===== src/hdl/mnidc_pkg.sv =====
// Package of offsets, field values and reset values for the ID register bank.
package mnidc_pkg;

    // ********************************************************************
    // Register offsets (byte addresses on the Wishbone bus)
    // ********************************************************************
    localparam logic [7:0] OFS_OCR = 8'h00;
    localparam logic [7:0] OFS_CID_BASE = 8'h10;
    localparam logic [7:0] OFS_CSD_BASE = 8'h20;
    localparam logic [7:0] OFS_SEC_COUNT = 8'h30;
    localparam logic [7:0] OFS_ENH_SIZE = 8'h34;
    localparam logic [7:0] OFS_BUS_WIDTH = 8'h38;
    localparam logic [7:0] OFS_CTRL = 8'h3C;
    localparam logic [7:0] OFS_STATUS = 8'h40;

    // ********************************************************************
    // Operating-conditions fields
    // ********************************************************************
    localparam logic [1:0] OCR_ACCESS_SECTOR = 2'h2;
    localparam logic [8:0] OCR_HIGH_WINDOW = 9'h1FF;
    localparam logic OCR_LOW_WINDOW = 1'b1;

    // ********************************************************************
    // Identity fields
    // ********************************************************************
    localparam logic [1:0] CID_PACKAGE_BGA = 2'h1;
    localparam logic [7:0] CID_REVISION = 8'h00;

    // ********************************************************************
    // Card-specific-data fixed fields
    // ********************************************************************
    localparam logic [1:0] STRUCTURE_CODE_CODE = 2'h3;
    localparam logic [3:0] CSD_SPEC_VERSION = 4'h4;
    localparam logic [7:0] CSD_ACCESS_TIME = 8'h0E;
    localparam logic [7:0] CSD_CLOCK_ACCESS = 8'h00;
    localparam logic [7:0] CSD_MAX_CLOCK = 8'h32;
    localparam logic [11:0] CSD_CMD_CLASSES = 12'h0F5;
    localparam logic [3:0] CSD_BLOCK_LEN = 4'h9;
    localparam logic CSD_PARTIAL_FLAG = 1'b0;
    localparam logic CSD_MISALIGN_FLAG = 1'b0;
    localparam logic CSD_DRIVER_STAGE = 1'b0;
    localparam logic [11:0] CSD_LEGACY_SIZE = 12'hFFF;
    localparam logic [2:0] CSD_CURRENT_CODE = 3'h7;
    localparam logic [2:0] CSD_SIZE_MULT = 3'h7;
    localparam logic [4:0] CSD_ERASE_GROUP = 5'h1F;
    localparam logic [4:0] CSD_ERASE_MULT = 5'h1F;
    localparam logic [4:0] CSD_PROTECT_SIZE = 5'h0F;
    localparam logic CSD_PROTECT_ENABLE = 1'b1;
    localparam logic [1:0] CSD_DEFAULT_ECC = 2'h0;
    localparam logic [2:0] CSD_WRITE_SPEED = 3'h4;
    localparam logic CSD_CONTENT_PROT = 1'b0;

    // ********************************************************************
    // Capacity, bus width, control bits and checksum parameters
    // ********************************************************************
    localparam logic [31:0] SEC_COUNT_FULL = 32'h00E9_0000;
    localparam logic [1:0] BUS_WIDTH_1 = 2'h0;
    localparam logic [1:0] BUS_WIDTH_BAD = 2'h3;
    localparam int CTRL_ERASE_BIT = 0;
    localparam logic [6:0] CRC7_POLY = 7'h09;
    localparam int CRC7_BODY_BITS = 120;

endpackage


===== src/hdl/mnidc_crc7.sv =====
// Registered seven-bit checksum over a wide word, most significant bit first.
module mnidc_crc7 #(
    parameter int WIDTH = 120
) (
    input wire logic sys_clk,
    input wire logic rst_n,
    input wire logic [WIDTH-1:0] body,
    output logic [6:0] crc
);

    logic [6:0] crc_nxt;

    // The whole word is folded in one cycle; the result lags the body by one
    // clock, which the bus read path hides because a read takes a cycle.
    always_comb begin
        logic fb;
        fb = 1'b0;
        crc_nxt = 7'h00;
        for (int i = WIDTH - 1; i >= 0; i--) begin
            fb = body[i] ^ crc_nxt[6];
            crc_nxt = {crc_nxt[5:0], 1'b0};
            if (fb) begin
                crc_nxt = crc_nxt ^ mnidc_pkg::CRC7_POLY;
            end
        end
    end

    always_ff @(posedge sys_clk or negedge rst_n) begin
        if (!rst_n) begin
            crc <= 7'h00;
        end else begin
            crc <= crc_nxt;
        end
    end

endmodule


===== src/hdl/mnidc_regs.sv =====
// Identification and capability register bank with a Wishbone slave port.
//
// Notes on behaviour
// RULE1: Power-up busy bit 31 reads low until the power-up count completes.
// RULE2: Voltage windows: bit 7 set, bits 14..8 clear, bits 23..15 all set.
// RULE3: Access mode bits 30..29 read 10b; reserved bits read zero.
// RULE4: Identity word carries a seven-bit checksum in bits 7..1, bit 0 one.
// RULE5: Identity holds maker, application, name, revision, serial and date.
// RULE6: Package field reads 01b for a ball-grid part; bits 119..114 zero.
// RULE7: Structure code 3 and specification version 4 in the top bits.
// RULE8: Access time 0x0E, clock access time 0x00, maximum clock code 0x32.
// RULE9: Command classes advertised as 0x0F5 in bits 95..84.
// RULE10: Block lengths 512 bytes; partial and misaligned access flags clear.
// RULE11: Legacy size 0xFFF, multiplier 7; capacity lives in sector count.
// RULE12: Sector count 0x00E90000, reduced by the enhanced user area size.
// RULE13: Erase group fields 0x1F, protect group size 0x0F, enable set.
// RULE14: Write speed factor 4, default ECC 0, no driver stage register.
// RULE15: All four supply-current codes read 7.
// RULE16: Format, copy and protect bits programmable; some bits erasable.
// RULE17: Checksum in bits 7..1 programmable, bit 0 one, bits 20..17 zero.
// RULE18: Data path runs on one, four or eight lines as the host selects.
// RULE19: Checksums use polynomial x^7 + x^3 + 1 over higher bits, MSB first.
module mnidc_regs #(
    parameter int POWERUP_CYCLES = 1000,
    parameter logic [7:0] MAKER_CODE = 8'h5A,
    parameter logic [7:0] APP_CODE = 8'h00,
    parameter logic [47:0] PRODUCT_NAME = 48'h4E41_4E44_3132,
    parameter logic [31:0] SERIAL_NUMBER = 32'h0000_0001,
    parameter logic [7:0] MFG_DATE = 8'h00
) (
    input wire logic sys_clk,
    input wire logic rst_n,
    input wire logic wb_cyc_i,
    input wire logic wb_stb_i,
    input wire logic wb_we_i,
    input wire logic [7:0] wb_adr_i,
    input wire logic [3:0] wb_sel_i,
    input wire logic [31:0] wb_dat_i,
    output logic [31:0] wb_dat_o,
    output logic wb_ack_o,
    output logic [1:0] bus_width_o,
    output logic ready_o
);

    // MAKER_CODE and PRODUCT_NAME defaults are arbitrary neutral values.

    // ********************************************************************
    // Bus decode
    // ********************************************************************
    logic access;
    logic wr;
    logic [7:0] adr_w;
    logic crc_ok_r;

    // The checksum registers still hold their reset zero at the first edge
    // after reset, so no request is taken before they have folded once.
    always_ff @(posedge sys_clk or negedge rst_n) begin
        if (!rst_n) begin
            crc_ok_r <= 1'b0;
        end else begin
            crc_ok_r <= 1'b1; // [RULE4]
        end
    end

    assign access = wb_cyc_i && wb_stb_i && !wb_ack_o && crc_ok_r;
    assign wr = access && wb_we_i;
    assign adr_w = {wb_adr_i[7:2], 2'b00};

    // ********************************************************************
    // Power-up routine
    // ********************************************************************
    logic [15:0] pu_cnt_r;
    logic powered_r;
    localparam logic [15:0] PU_LAST = 16'(POWERUP_CYCLES - 1);

    always_ff @(posedge sys_clk or negedge rst_n) begin
        if (!rst_n) begin
            pu_cnt_r <= 16'h0000;
            powered_r <= 1'b0;
        end else if (!powered_r) begin
            if (pu_cnt_r == PU_LAST) begin
                powered_r <= 1'b1; // [RULE1]
            end else begin
                pu_cnt_r <= pu_cnt_r + 16'h0001;
            end
        end
    end

    // ********************************************************************
    // Host-programmable card-specific-data bits
    // ********************************************************************
    logic ffg_r;
    logic copy_r;
    logic perm_r;
    logic tmp_r;
    logic [1:0] ffmt_r;
    logic [1:0] ecc_r;
    logic [6:0] crc_ovr_r;
    logic crc_set_r;
    logic erase;

    assign erase = wr && adr_w == mnidc_pkg::OFS_CTRL && wb_sel_i[0]
        && wb_dat_i[mnidc_pkg::CTRL_ERASE_BIT];

    // Copy and permanent protection are one-time bits: once set they stay
    // set until reset, so a later write of zero cannot undo a protection.
    always_ff @(posedge sys_clk or negedge rst_n) begin
        if (!rst_n) begin
            ffg_r <= 1'b0;
            copy_r <= 1'b0;
            perm_r <= 1'b0;
            tmp_r <= 1'b0;
            ffmt_r <= 2'h0;
            ecc_r <= 2'h0;
        end else if (erase) begin
            tmp_r <= 1'b0; // [RULE16]
            ecc_r <= 2'h0; // [RULE16]
        end else if (wr && adr_w == mnidc_pkg::OFS_CSD_BASE && wb_sel_i[1]) begin
            ffg_r <= wb_dat_i[15]; // [RULE16]
            copy_r <= copy_r | wb_dat_i[14]; // [RULE16]
            perm_r <= perm_r | wb_dat_i[13]; // [RULE16]
            tmp_r <= wb_dat_i[12];
            ffmt_r <= wb_dat_i[11:10];
            ecc_r <= wb_dat_i[9:8];
        end
    end

    // Until the host programs it, the checksum field follows the computed
    // value; erasing returns it to the computed value.
    always_ff @(posedge sys_clk or negedge rst_n) begin
        if (!rst_n) begin
            crc_ovr_r <= 7'h00;
            crc_set_r <= 1'b0;
        end else if (erase) begin
            crc_set_r <= 1'b0; // [RULE16]
        end else if (wr && adr_w == mnidc_pkg::OFS_CSD_BASE && wb_sel_i[0]) begin
            crc_ovr_r <= wb_dat_i[7:1]; // [RULE17]
            crc_set_r <= 1'b1;
        end
    end

    // ********************************************************************
    // Data-line width selection
    // ********************************************************************
    logic [1:0] bus_width_r;

    always_ff @(posedge sys_clk or negedge rst_n) begin
        if (!rst_n) begin
            bus_width_r <= mnidc_pkg::BUS_WIDTH_1;
        end else if (wr && adr_w == mnidc_pkg::OFS_BUS_WIDTH && wb_sel_i[0]
                && wb_dat_i[1:0] != mnidc_pkg::BUS_WIDTH_BAD) begin
            bus_width_r <= wb_dat_i[1:0]; // [RULE18]
        end
    end

    // ********************************************************************
    // Enhanced user area and capacity
    // ********************************************************************
    logic [31:0] enh_size_r;
    logic [31:0] sec_count_r;

    always_ff @(posedge sys_clk or negedge rst_n) begin
        if (!rst_n) begin
            enh_size_r <= 32'h0000_0000;
        end else if (wr && adr_w == mnidc_pkg::OFS_ENH_SIZE) begin
            for (int b = 0; b < 4; b++) begin
                if (wb_sel_i[b]) begin
                    enh_size_r[b*8 +: 8] <= wb_dat_i[b*8 +: 8];
                end
            end
        end
    end

    // An enhanced area larger than the device leaves no plain user area.
    always_ff @(posedge sys_clk or negedge rst_n) begin
        if (!rst_n) begin
            sec_count_r <= mnidc_pkg::SEC_COUNT_FULL;
        end else if (enh_size_r <= mnidc_pkg::SEC_COUNT_FULL) begin
            sec_count_r <= mnidc_pkg::SEC_COUNT_FULL - enh_size_r; // [RULE12]
        end else begin
            sec_count_r <= 32'h0000_0000;
        end
    end

    // ********************************************************************
    // Register images
    // ********************************************************************
    logic [31:0] ocr_value;
    logic [119:0] cid_body;
    logic [119:0] csd_body;
    logic [6:0] cid_crc;
    logic [6:0] csd_crc;
    logic [6:0] csd_crc_out;
    logic [127:0] cid_value;
    logic [127:0] csd_value;

    assign ocr_value = {powered_r, mnidc_pkg::OCR_ACCESS_SECTOR, // [RULE1]
        5'h00, mnidc_pkg::OCR_HIGH_WINDOW, 7'h00, // [RULE2] [RULE3]
        mnidc_pkg::OCR_LOW_WINDOW, 7'h00}; // [RULE2] [RULE3]

    assign cid_body = {MAKER_CODE, 6'h00, mnidc_pkg::CID_PACKAGE_BGA, // [RULE6]
        APP_CODE, PRODUCT_NAME, mnidc_pkg::CID_REVISION, // [RULE5]
        SERIAL_NUMBER, MFG_DATE}; // [RULE5]

    assign csd_body = {mnidc_pkg::STRUCTURE_CODE_CODE, // [RULE7]
        mnidc_pkg::CSD_SPEC_VERSION, 2'h0, // [RULE7]
        mnidc_pkg::CSD_ACCESS_TIME, mnidc_pkg::CSD_CLOCK_ACCESS, // [RULE8]
        mnidc_pkg::CSD_MAX_CLOCK, mnidc_pkg::CSD_CMD_CLASSES, // [RULE8] [RULE9]
        mnidc_pkg::CSD_BLOCK_LEN, mnidc_pkg::CSD_PARTIAL_FLAG, // [RULE10]
        mnidc_pkg::CSD_MISALIGN_FLAG, mnidc_pkg::CSD_MISALIGN_FLAG, // [RULE10]
        mnidc_pkg::CSD_DRIVER_STAGE, 2'h0, // [RULE14]
        mnidc_pkg::CSD_LEGACY_SIZE, // [RULE11]
        {4{mnidc_pkg::CSD_CURRENT_CODE}}, // [RULE15]
        mnidc_pkg::CSD_SIZE_MULT, // [RULE11]
        mnidc_pkg::CSD_ERASE_GROUP, mnidc_pkg::CSD_ERASE_MULT, // [RULE13]
        mnidc_pkg::CSD_PROTECT_SIZE, mnidc_pkg::CSD_PROTECT_ENABLE, // [RULE13]
        mnidc_pkg::CSD_DEFAULT_ECC, mnidc_pkg::CSD_WRITE_SPEED, // [RULE14]
        mnidc_pkg::CSD_BLOCK_LEN, mnidc_pkg::CSD_PARTIAL_FLAG, // [RULE10]
        4'h0, mnidc_pkg::CSD_CONTENT_PROT, // [RULE17]
        ffg_r, copy_r, perm_r, tmp_r, ffmt_r, ecc_r}; // [RULE16]

    mnidc_crc7 #(
        .WIDTH(mnidc_pkg::CRC7_BODY_BITS)
    ) u_cid_crc (
        .sys_clk(sys_clk),
        .rst_n(rst_n),
        .body(cid_body),
        .crc(cid_crc)
    ); // [RULE19]

    mnidc_crc7 #(
        .WIDTH(mnidc_pkg::CRC7_BODY_BITS)
    ) u_csd_crc (
        .sys_clk(sys_clk),
        .rst_n(rst_n),
        .body(csd_body),
        .crc(csd_crc)
    ); // [RULE19]

    assign csd_crc_out = crc_set_r ? crc_ovr_r : csd_crc; // [RULE17]
    assign cid_value = {cid_body, cid_crc, 1'b1}; // [RULE4]
    assign csd_value = {csd_body, csd_crc_out, 1'b1}; // [RULE17]

    // ********************************************************************
    // Read path and acknowledge
    // ********************************************************************
    logic [31:0] rd_nxt;

    always_comb begin
        rd_nxt = 32'h0000_0000;
        case (adr_w)
            mnidc_pkg::OFS_OCR: rd_nxt = ocr_value;
            mnidc_pkg::OFS_CID_BASE: rd_nxt = cid_value[31:0];
            mnidc_pkg::OFS_CID_BASE + 8'h04: rd_nxt = cid_value[63:32];
            mnidc_pkg::OFS_CID_BASE + 8'h08: rd_nxt = cid_value[95:64];
            mnidc_pkg::OFS_CID_BASE + 8'h0C: rd_nxt = cid_value[127:96];
            mnidc_pkg::OFS_CSD_BASE: rd_nxt = csd_value[31:0];
            mnidc_pkg::OFS_CSD_BASE + 8'h04: rd_nxt = csd_value[63:32];
            mnidc_pkg::OFS_CSD_BASE + 8'h08: rd_nxt = csd_value[95:64];
            mnidc_pkg::OFS_CSD_BASE + 8'h0C: rd_nxt = csd_value[127:96];
            mnidc_pkg::OFS_SEC_COUNT: rd_nxt = sec_count_r;
            mnidc_pkg::OFS_ENH_SIZE: rd_nxt = enh_size_r;
            mnidc_pkg::OFS_BUS_WIDTH: rd_nxt = {30'h0000_0000, bus_width_r};
            mnidc_pkg::OFS_STATUS: begin
                rd_nxt = {28'h000_0000, crc_set_r, bus_width_r, powered_r};
            end
            default: rd_nxt = 32'h0000_0000;
        endcase
    end

    // Every address is acknowledged so a stray access never hangs the bus;
    // unmapped reads return zero and unmapped writes are dropped.
    always_ff @(posedge sys_clk or negedge rst_n) begin
        if (!rst_n) begin
            wb_ack_o <= 1'b0;
            wb_dat_o <= 32'h0000_0000;
        end else begin
            wb_ack_o <= access;
            if (access && !wb_we_i) begin
                wb_dat_o <= rd_nxt;
            end
        end
    end

    always_ff @(posedge sys_clk or negedge rst_n) begin
        if (!rst_n) begin
            bus_width_o <= mnidc_pkg::BUS_WIDTH_1;
            ready_o <= 1'b0;
        end else begin
            bus_width_o <= bus_width_r;
            ready_o <= powered_r;
        end
    end

    localparam logic [31:0] CSD_TOP_WORD = 32'hD00E_0032;
endmodule


===== config.mk =====
export PLATFORM = sky130hd
export DESIGN_NAME = mnidc_regs
export DESIGN_NICKNAME = d
export VERILOG_FILES = /design/src/hdl/mnidc_pkg.sv /design/src/hdl/mnidc_crc7.sv /design/src/hdl/mnidc_regs.sv
export SDC_FILE = /design/constraint.sdc
export NUM_CORES = 1
export LEC_CHECK = 0
export BUFFER_PORTS_ARGS = -buffer_cell sky130_fd_sc_hd__buf_2
export CAP_MARGIN = 30
export CORE_MARGIN = 2
export CORE_UTILIZATION = 40
export DETAILED_ROUTE_END_ITERATION = 12
export GPL_TIMING_DRIVEN = 0
export SLEW_MARGIN = 5
export SYNTH_ARGS = -nofsm -noshare
export SYNTH_HDL_FRONTEND = slang
export SYNTH_SLANG_ARGS = --single-unit

===== constraint.sdc =====
create_clock -name sys_clk -period 2.5 [get_ports sys_clk]
set_input_delay 0.375 -clock sys_clk [delete_from_list [all_inputs] [get_ports sys_clk]]
set_output_delay 0.375 -clock sys_clk [all_outputs]
set_load 0.02 [all_outputs]

; After elaboration in Yosys (flattened, before gate mapping)
; Cells that the tools add are included.
[op_classes]
muxes = 19
n_reduce_logical = 27
n_bitwise = 19
order_cmp = 1
add_sub_neg = 2
eq_ne = 15
[ops]
columns = cell, count
row1 = $pmux 32 s13, 1
row2 = $eq 6x4->1 const B, 8
row3 = $le 32x24->1 const B, 1
row4 = $mux 32, 1
row5 = $mux 4, 8
row6 = $sub 24x32->32 const A, 1
row7 = $eq 6x3->1 const B, 4
row8 = $add 16x1->16 const B, 1
row9 = $eq 16x10->1 const B, 1
row10 = $logic_and 1x1->1, 15
row11 = $not 2->2, 7
row12 = $reduce_and 2->1, 7
row13 = $logic_not 8->1, 1
row14 = $mux 7, 1
row15 = $eq 6x5->1 const B, 1
row16 = $mux 1, 6
row17 = $mux 2, 2
row18 = $reduce_bool 2->1, 2
row19 = $xor 1x1->1, 4
row20 = $not 1->1, 3
row21 = $xor 1x1->1 const B, 3
row22 = $logic_not 1->1, 2
row23 = $ne 2x2->1 const B, 1
row24 = $or 1x1->1, 2
[totals]
input_bits = 49
reg_bits = 144
elab_cells = 106

; Longest topological paths before layout
[logic_depth]
ltp_word = 15
depth_mapped = 8
ltp_nobuf = 6

; Hierarchy
; Synthesis repeated with hierarchy kept, for this count alone.
[hier_totals]
hier_cells = 1130
hier_area_um2 = 13103.8
[modules_own_cells]
columns = mod, instances, cells_each, area_each_um2
row1 = mnidc_regs, 1, 628, 6627.6
row2 = mnidc_crc7, 2, 251, 3238.1

; Worst setup path after synthesis
; Ideal clock, no wire load.
[synth_path]
path_type = reg2reg
startpoint = register enh_size_r[14]
endpoint = register sec_count_r[15]
arrival_time_ps = 2171
synth_period_minus_slack_ps = 2243
path_stages_with_launch = 9
setup_slack_ps = 257
cell_sequence = dfrtp_1 -> or4_1 -> buf_2 -> nor4_4 -> nand2_1 -> a2111o_1 -> buf_6 -> buf_6 -> nor2_1
[synth_via]
elab_chain_cells = 2
word_cells_on_any_way = 3
classes_between = 1 x add/sub / 1 x order compare / 1 x mux
[synth_lines]
columns = item, line
row1 = "start, declared", mnidc_regs.sv:159  ; logic [31:0] enh_size_r;
row2 = "start signal, assigned by index", mnidc_regs.sv:168  ; enh_size_r[b*8 +: 8] <= wb_dat_i[b*8 +: 8];
row3 = $sub 24x32->32 / $le 32x24->1 (equally long branches), "mnidc_regs.sv:179, mnidc_regs.sv:178"
row4 = $mux 32 (*), mnidc_regs.sv:178  ; end else if (enh_size_r <= mnidc_pkg::SEC_COUNT_FULL) begin
row5 = "end signal, assigned", mnidc_regs.sv:177  ; sec_count_r <= mnidc_pkg::SEC_COUNT_FULL;
row6 = "end signal, assigned", mnidc_regs.sv:179  ; sec_count_r <= mnidc_pkg::SEC_COUNT_FULL - enh_size_r;
row7 = "end, declared", mnidc_regs.sv:160  ; logic [31:0] sec_count_r;
; Every way passes the cells marked *; elsewhere a longest branch is shown, timed or not.
; A chain may end at the register's enable or synchronous reset.

; Worst setup path after layout
[layout_path]
startpoint = register enh_size_r[15]
endpoint = register sec_count_r[18]
; The elaborated chain is that of the path after synthesis.

==> summary.txt <==
Floorplan
  • Site Rows: 47
  • Core region area: 16600 um^2
  • Overall die height: 135 um
  • Horizontal die dimension: 135 um
  • Initial cell density of the core: about two fifths
  • I/O pin count: 85
  • Die Footprint: around 18000 um^2

Layout
  • Most common library cell in the layout ignoring fill and taps: dfrtp_1
  • Ratio of cells with drive above 1 in the final layout: between 20 and 30%
  • Count of placed standard cells in the final layout, fillers left out: about 990
  • Layout Cell Area excl Fill: 8310 um^2
  • Growth of design area from synthesis to finish: 21.8%
  • Commonest cells after routing, fill and taps aside: 136 x dfrtp_1, 81 x buf_2, 61 x nand2_1, 49 x nor2_1, 43 x mux2_2
  • Filler Cell Count: around 1500
  • Fin nets: between 800 and 900
  • Inserted Diodes: 0

Clocking
  • Clock Root Buffer: clkbuf_16
  • Number of sinks on the clock net: 143
  • Deepest level of the CTS H-tree: 4
  • Worst-skew pair later-pin latency: approximately 430 ps
  • Clock buffers created by TritonCTS: 17
  • Maximum buffer depth of the clock tree: 2
  • Clock tree from TritonCTS: yes
  • Clock slew seen by the registers of the worst setup and hold paths: 60 ps

Synthesis
  • Distinct cell type count after synthesis: 65
  • Number of flops mapped to enable cells by yosys: 0
  • Number of synthesis warnings: 0
  • Post-synthesis average cell area: approximately 11 um^2
  • Post-synthesis sequential area ratio: 52.5%
  • Synthesized netlist cell count: 645
  • Synthesis-stage register bit count: between 100 and 150
  • Top flip-flop cell by instance count after synthesis: dfrtp_1
  • Share of synthesized registers carrying an async set or reset: 100%
  • Synth Cell Area: 6820 um^2

Drt
  • Post-DR vias/cell: 5.57
  • Avg WL per Cell: 19.0 um
  • Number of design rule violations left after detail routing: 0
  • Detailed Routing Iterations Pass 1: 7
  • Routed via count: 5508
  • Iter 0 DRT Violations: roughly 440
  • Wire length after detailed routing: ~19000 um
  • Number of antenna-violating nets in the routed design: 0

Hold path
  • Worst min path class: primary input to flip-flop
  • Worst min-delay path startpoint: wb_dat_i[19]

STA
  • Final number of setup-violating endpoints: 0
  • Post-layout min period: 2390 ps
  • Final-layout setup total negative slack: 0 ps
  • Fin Clk Skew: 5.83 ps
  • Highest achievable clock rate: 0.419 GHz
  • Final Max Tran Viols: 0
  • Normalized max-slew margin: between 40% and 50%
  • Min Hold Slack: approximately 170 ps
  • Hold Fails Final Rpt: 0
  • Worst Max-Slew Pin Slew: between 700 and 800 ps
  • Final critical-path share of the clock period: 95.4%

Power
  • Internal cell power: 0.00438 W
  • Comb power frac: 7.8%
  • Maximum VDD drop: 611 uV
  • Switching portion of total power: 23.8%
  • Switching pwr: 0.00136 W
  • Power density relative to cell area: between 600 and 700 nW/um^2
  • Sequential group share of total power: 42.4%
  • Leakage component of the power: about 3.9 nW
  • Clock share of power: 49.8%

Placement
  • Gp weighted congestion: roughly 0.94
  • Final HPWL from detailed placement: approximately 14000 um
  • Inst Count DP: 951
  • Port bufs: 81
  • Total placed instance area: 7560 um^2

Critical path
  • Required time worst endpoint: between 2000 and 3000 ps
  • Category of the most critical setup path: flip-flop to flip-flop
  • Type of element launching the critical path: flip-flop
  • Critical Path Source: enh_size_r[15]$_DFFE_PN0P_
  • Data arrival time at the worst-slack endpoint: 2750 ps
  • Reg2Reg Launch Point: enh_size_r[15]$_DFFE_PN0P_
  • Maximum fanout along the worst path: 10
  • Critical path endpoint category: flip-flop

Global route
  • Leftover overflow at the end of global routing: 0
  • Number of antenna violations at the first check in global routing: 0
  • Global-route wire length before repair: 29900 um
  • Largest net degree at the start of global routing: 82
  • Vias in the first global route: 5382
  • Global router's overall resource usage: approximately 22%

Flow run
  • Maxcap violations: 0

Outcome
  • Outcome: completed
[synth_stat cells, types with 3 or more instances]
| cell type | count | area, um^2 |
|---|---|---|
| mux2_2 | 43 | 484 |
| xor2_1 | 18 | 158 |
| nor2_1 | 50 | 188 |
| xnor2_1 | 26 | 228 |
| buf_6 | 3 | 33.8 |
| dfrtp_1 | 138 | 3450 |
| inv_1 | 13 | 48.8 |
| nand3_1 | 11 | 55.1 |
| a221oi_1 | 9 | 78.8 |
| a222oi_1 | 3 | 30.0 |
| o32ai_1 | 3 | 26.3 |
| dfstp_2 | 5 | 131 |
| and2_1 | 3 | 18.8 |
| nand3b_1 | 3 | 22.5 |
| a211oi_1 | 3 | 22.5 |
| nor3_1 | 14 | 70.1 |
| clkbuf_1 | 31 | 116 |
| nor4bb_1 | 3 | 30.0 |
| a21o_1 | 5 | 37.5 |
| buf_1 | 3 | 11.3 |
| o21a_1 | 3 | 22.5 |
| mux2i_1 | 6 | 60.1 |
| a2111oi_0 | 5 | 43.8 |
| nor4_1 | 3 | 18.8 |
| o22ai_1 | 7 | 43.8 |
| nor2_2 | 9 | 56.3 |
| a22oi_1 | 3 | 22.5 |
| a31oi_1 | 11 | 68.8 |
| nand2_1 | 62 | 233 |
| a22o_1 | 13 | 114 |
| a32oi_1 | 3 | 26.3 |
| nor3b_1 | 4 | 30.0 |
| nand4_1 | 10 | 62.6 |
| nor2b_1 | 3 | 18.8 |
| a21oi_1 | 28 | 140 |
| and3_1 | 5 | 31.3 |
| nand2b_1 | 6 | 37.5 |
| o21ai_0 | 36 | 180 |
[what timing repair did]
action                                  4_1_cts  5_1_grt
gates cloned                                  0        0
endpoints found under the setup margin       21       27
endpoints found under the hold margin        57        0
pin swaps                                     1        3
hold buffers                                  1        0
gates resized for setup                       4       10
setup buffers                                 0        6
[area by class of cell]
type / instances / area, um^2 / area share, %
Inverter: 13 / 48.8 / 0.587
Timing Repair Buffer: 90 / 505 / 6.08
Clock buffer: 18 / 439 / 5.29
Sequential cell: 143 / 3590 / 43.2
Buffer: 37 / 173 / 2.08
Tap cell: 220 / 275 / 3.31
Clock inverter: 14 / 228 / 2.74
Multi-Input combinational cell: 453 / 3050 / 36.7
[power groups by stage]
stage	combinational (W)	clock, W	sequential [W]
floorplan	0.000236	0	0.00248
finish	0.000446	0.00286	0.00244
CTS	0.000438	0.00291	0.00243
detailed placement	0.000434	0	0.00248
global route	0.000492	0.00301	0.00244
global placement	0.000418	0	0.00247
[worst max-delay path, cell delays in order (launching register included)]
cell	delay, ps
dfrtp_1	400
or4_4	550
buf_6	150
nor4_4	310
nand2_1	100
a2111o_1	380
buf_6	150
buf_6	150
nor2_1	110
[path summary, 6_finish.rpt]
check / end / slack (ps) / cells after the start
min in group asynchronous: pu_cnt_r[15]$_DFFE_PN0P_ / 500 / 2
min reg2reg: bus_width_o[1]$_DFF_PN0_ / 470 / 0
max: sec_count_r[18]$_DFF_PN0_ / 110 / 8
max in group asynchronous: enh_size_r[14]$_DFFE_PN0P_ / 1180 / 3
min: enh_size_r[19]$_DFFE_PN0P_ / 170 / 2
max reg2reg: sec_count_r[18]$_DFF_PN0_ / 110 / 8
[per-layer routing]
layer / share of wire (%) / up-vias / track usage [%]
met2: 47 / 187 / 32.9
met5: 0 / - / 0
met4: 1.8 / 0 / 7.25
met3: 6.0 / 24 / 4.73
li1: - / 2539 / -
met1: 46 / 2758 / 30.6
[metrics by stage]
stage	power, W	setup slack (ps)	utilization, %
2_1_floorplan	0.00271	257	-
3_3_place_gp	0.00289	-867	45.2
3_5_place_dp	0.00291	-378	45.4
4_1_cts	0.00579	66.4	49.5
5_1_grt	0.00594	-3.98	49.9
6_report	0.00574	114	49.9
[flip-flops by register name (all words and copies together), names as in the netlist]
name           cells
wb_ack_o           1
ready_o            1
wb_dat_o          32
tmp_r              1
copy_r             1
u_csd_crc.crc      7
bus_width_r        2
u_cid_crc.crc      1
crc_set_r          1
ffg_r              1
ffmt_r             2
bus_width_o        2
powered_r          1
sec_count_r       32
perm_r             1
pu_cnt_r          16
ecc_r              2
crc_ovr_r          7
enh_size_r        32
[cells by family after synthesis]
| kind of cell | count (synthesis) | synth area share, % |
|---|---|---|
| XOR/XNOR | 44 | 5.65 |
| multiplexers | 50 | 8.14 |
| adder cells (fa/ha/maj) | 2 | 0.367 |
| buffers and inverters | 52 | 3.23 |
| other | 2 | 0.110 |
| flip-flops | 143 | 52.5 |
| AO/OA/AOI/OAI | 146 | 14.4 |
| AND/OR/NAND/NOR | 206 | 15.6 |
(Power assumes the default switching activity.)
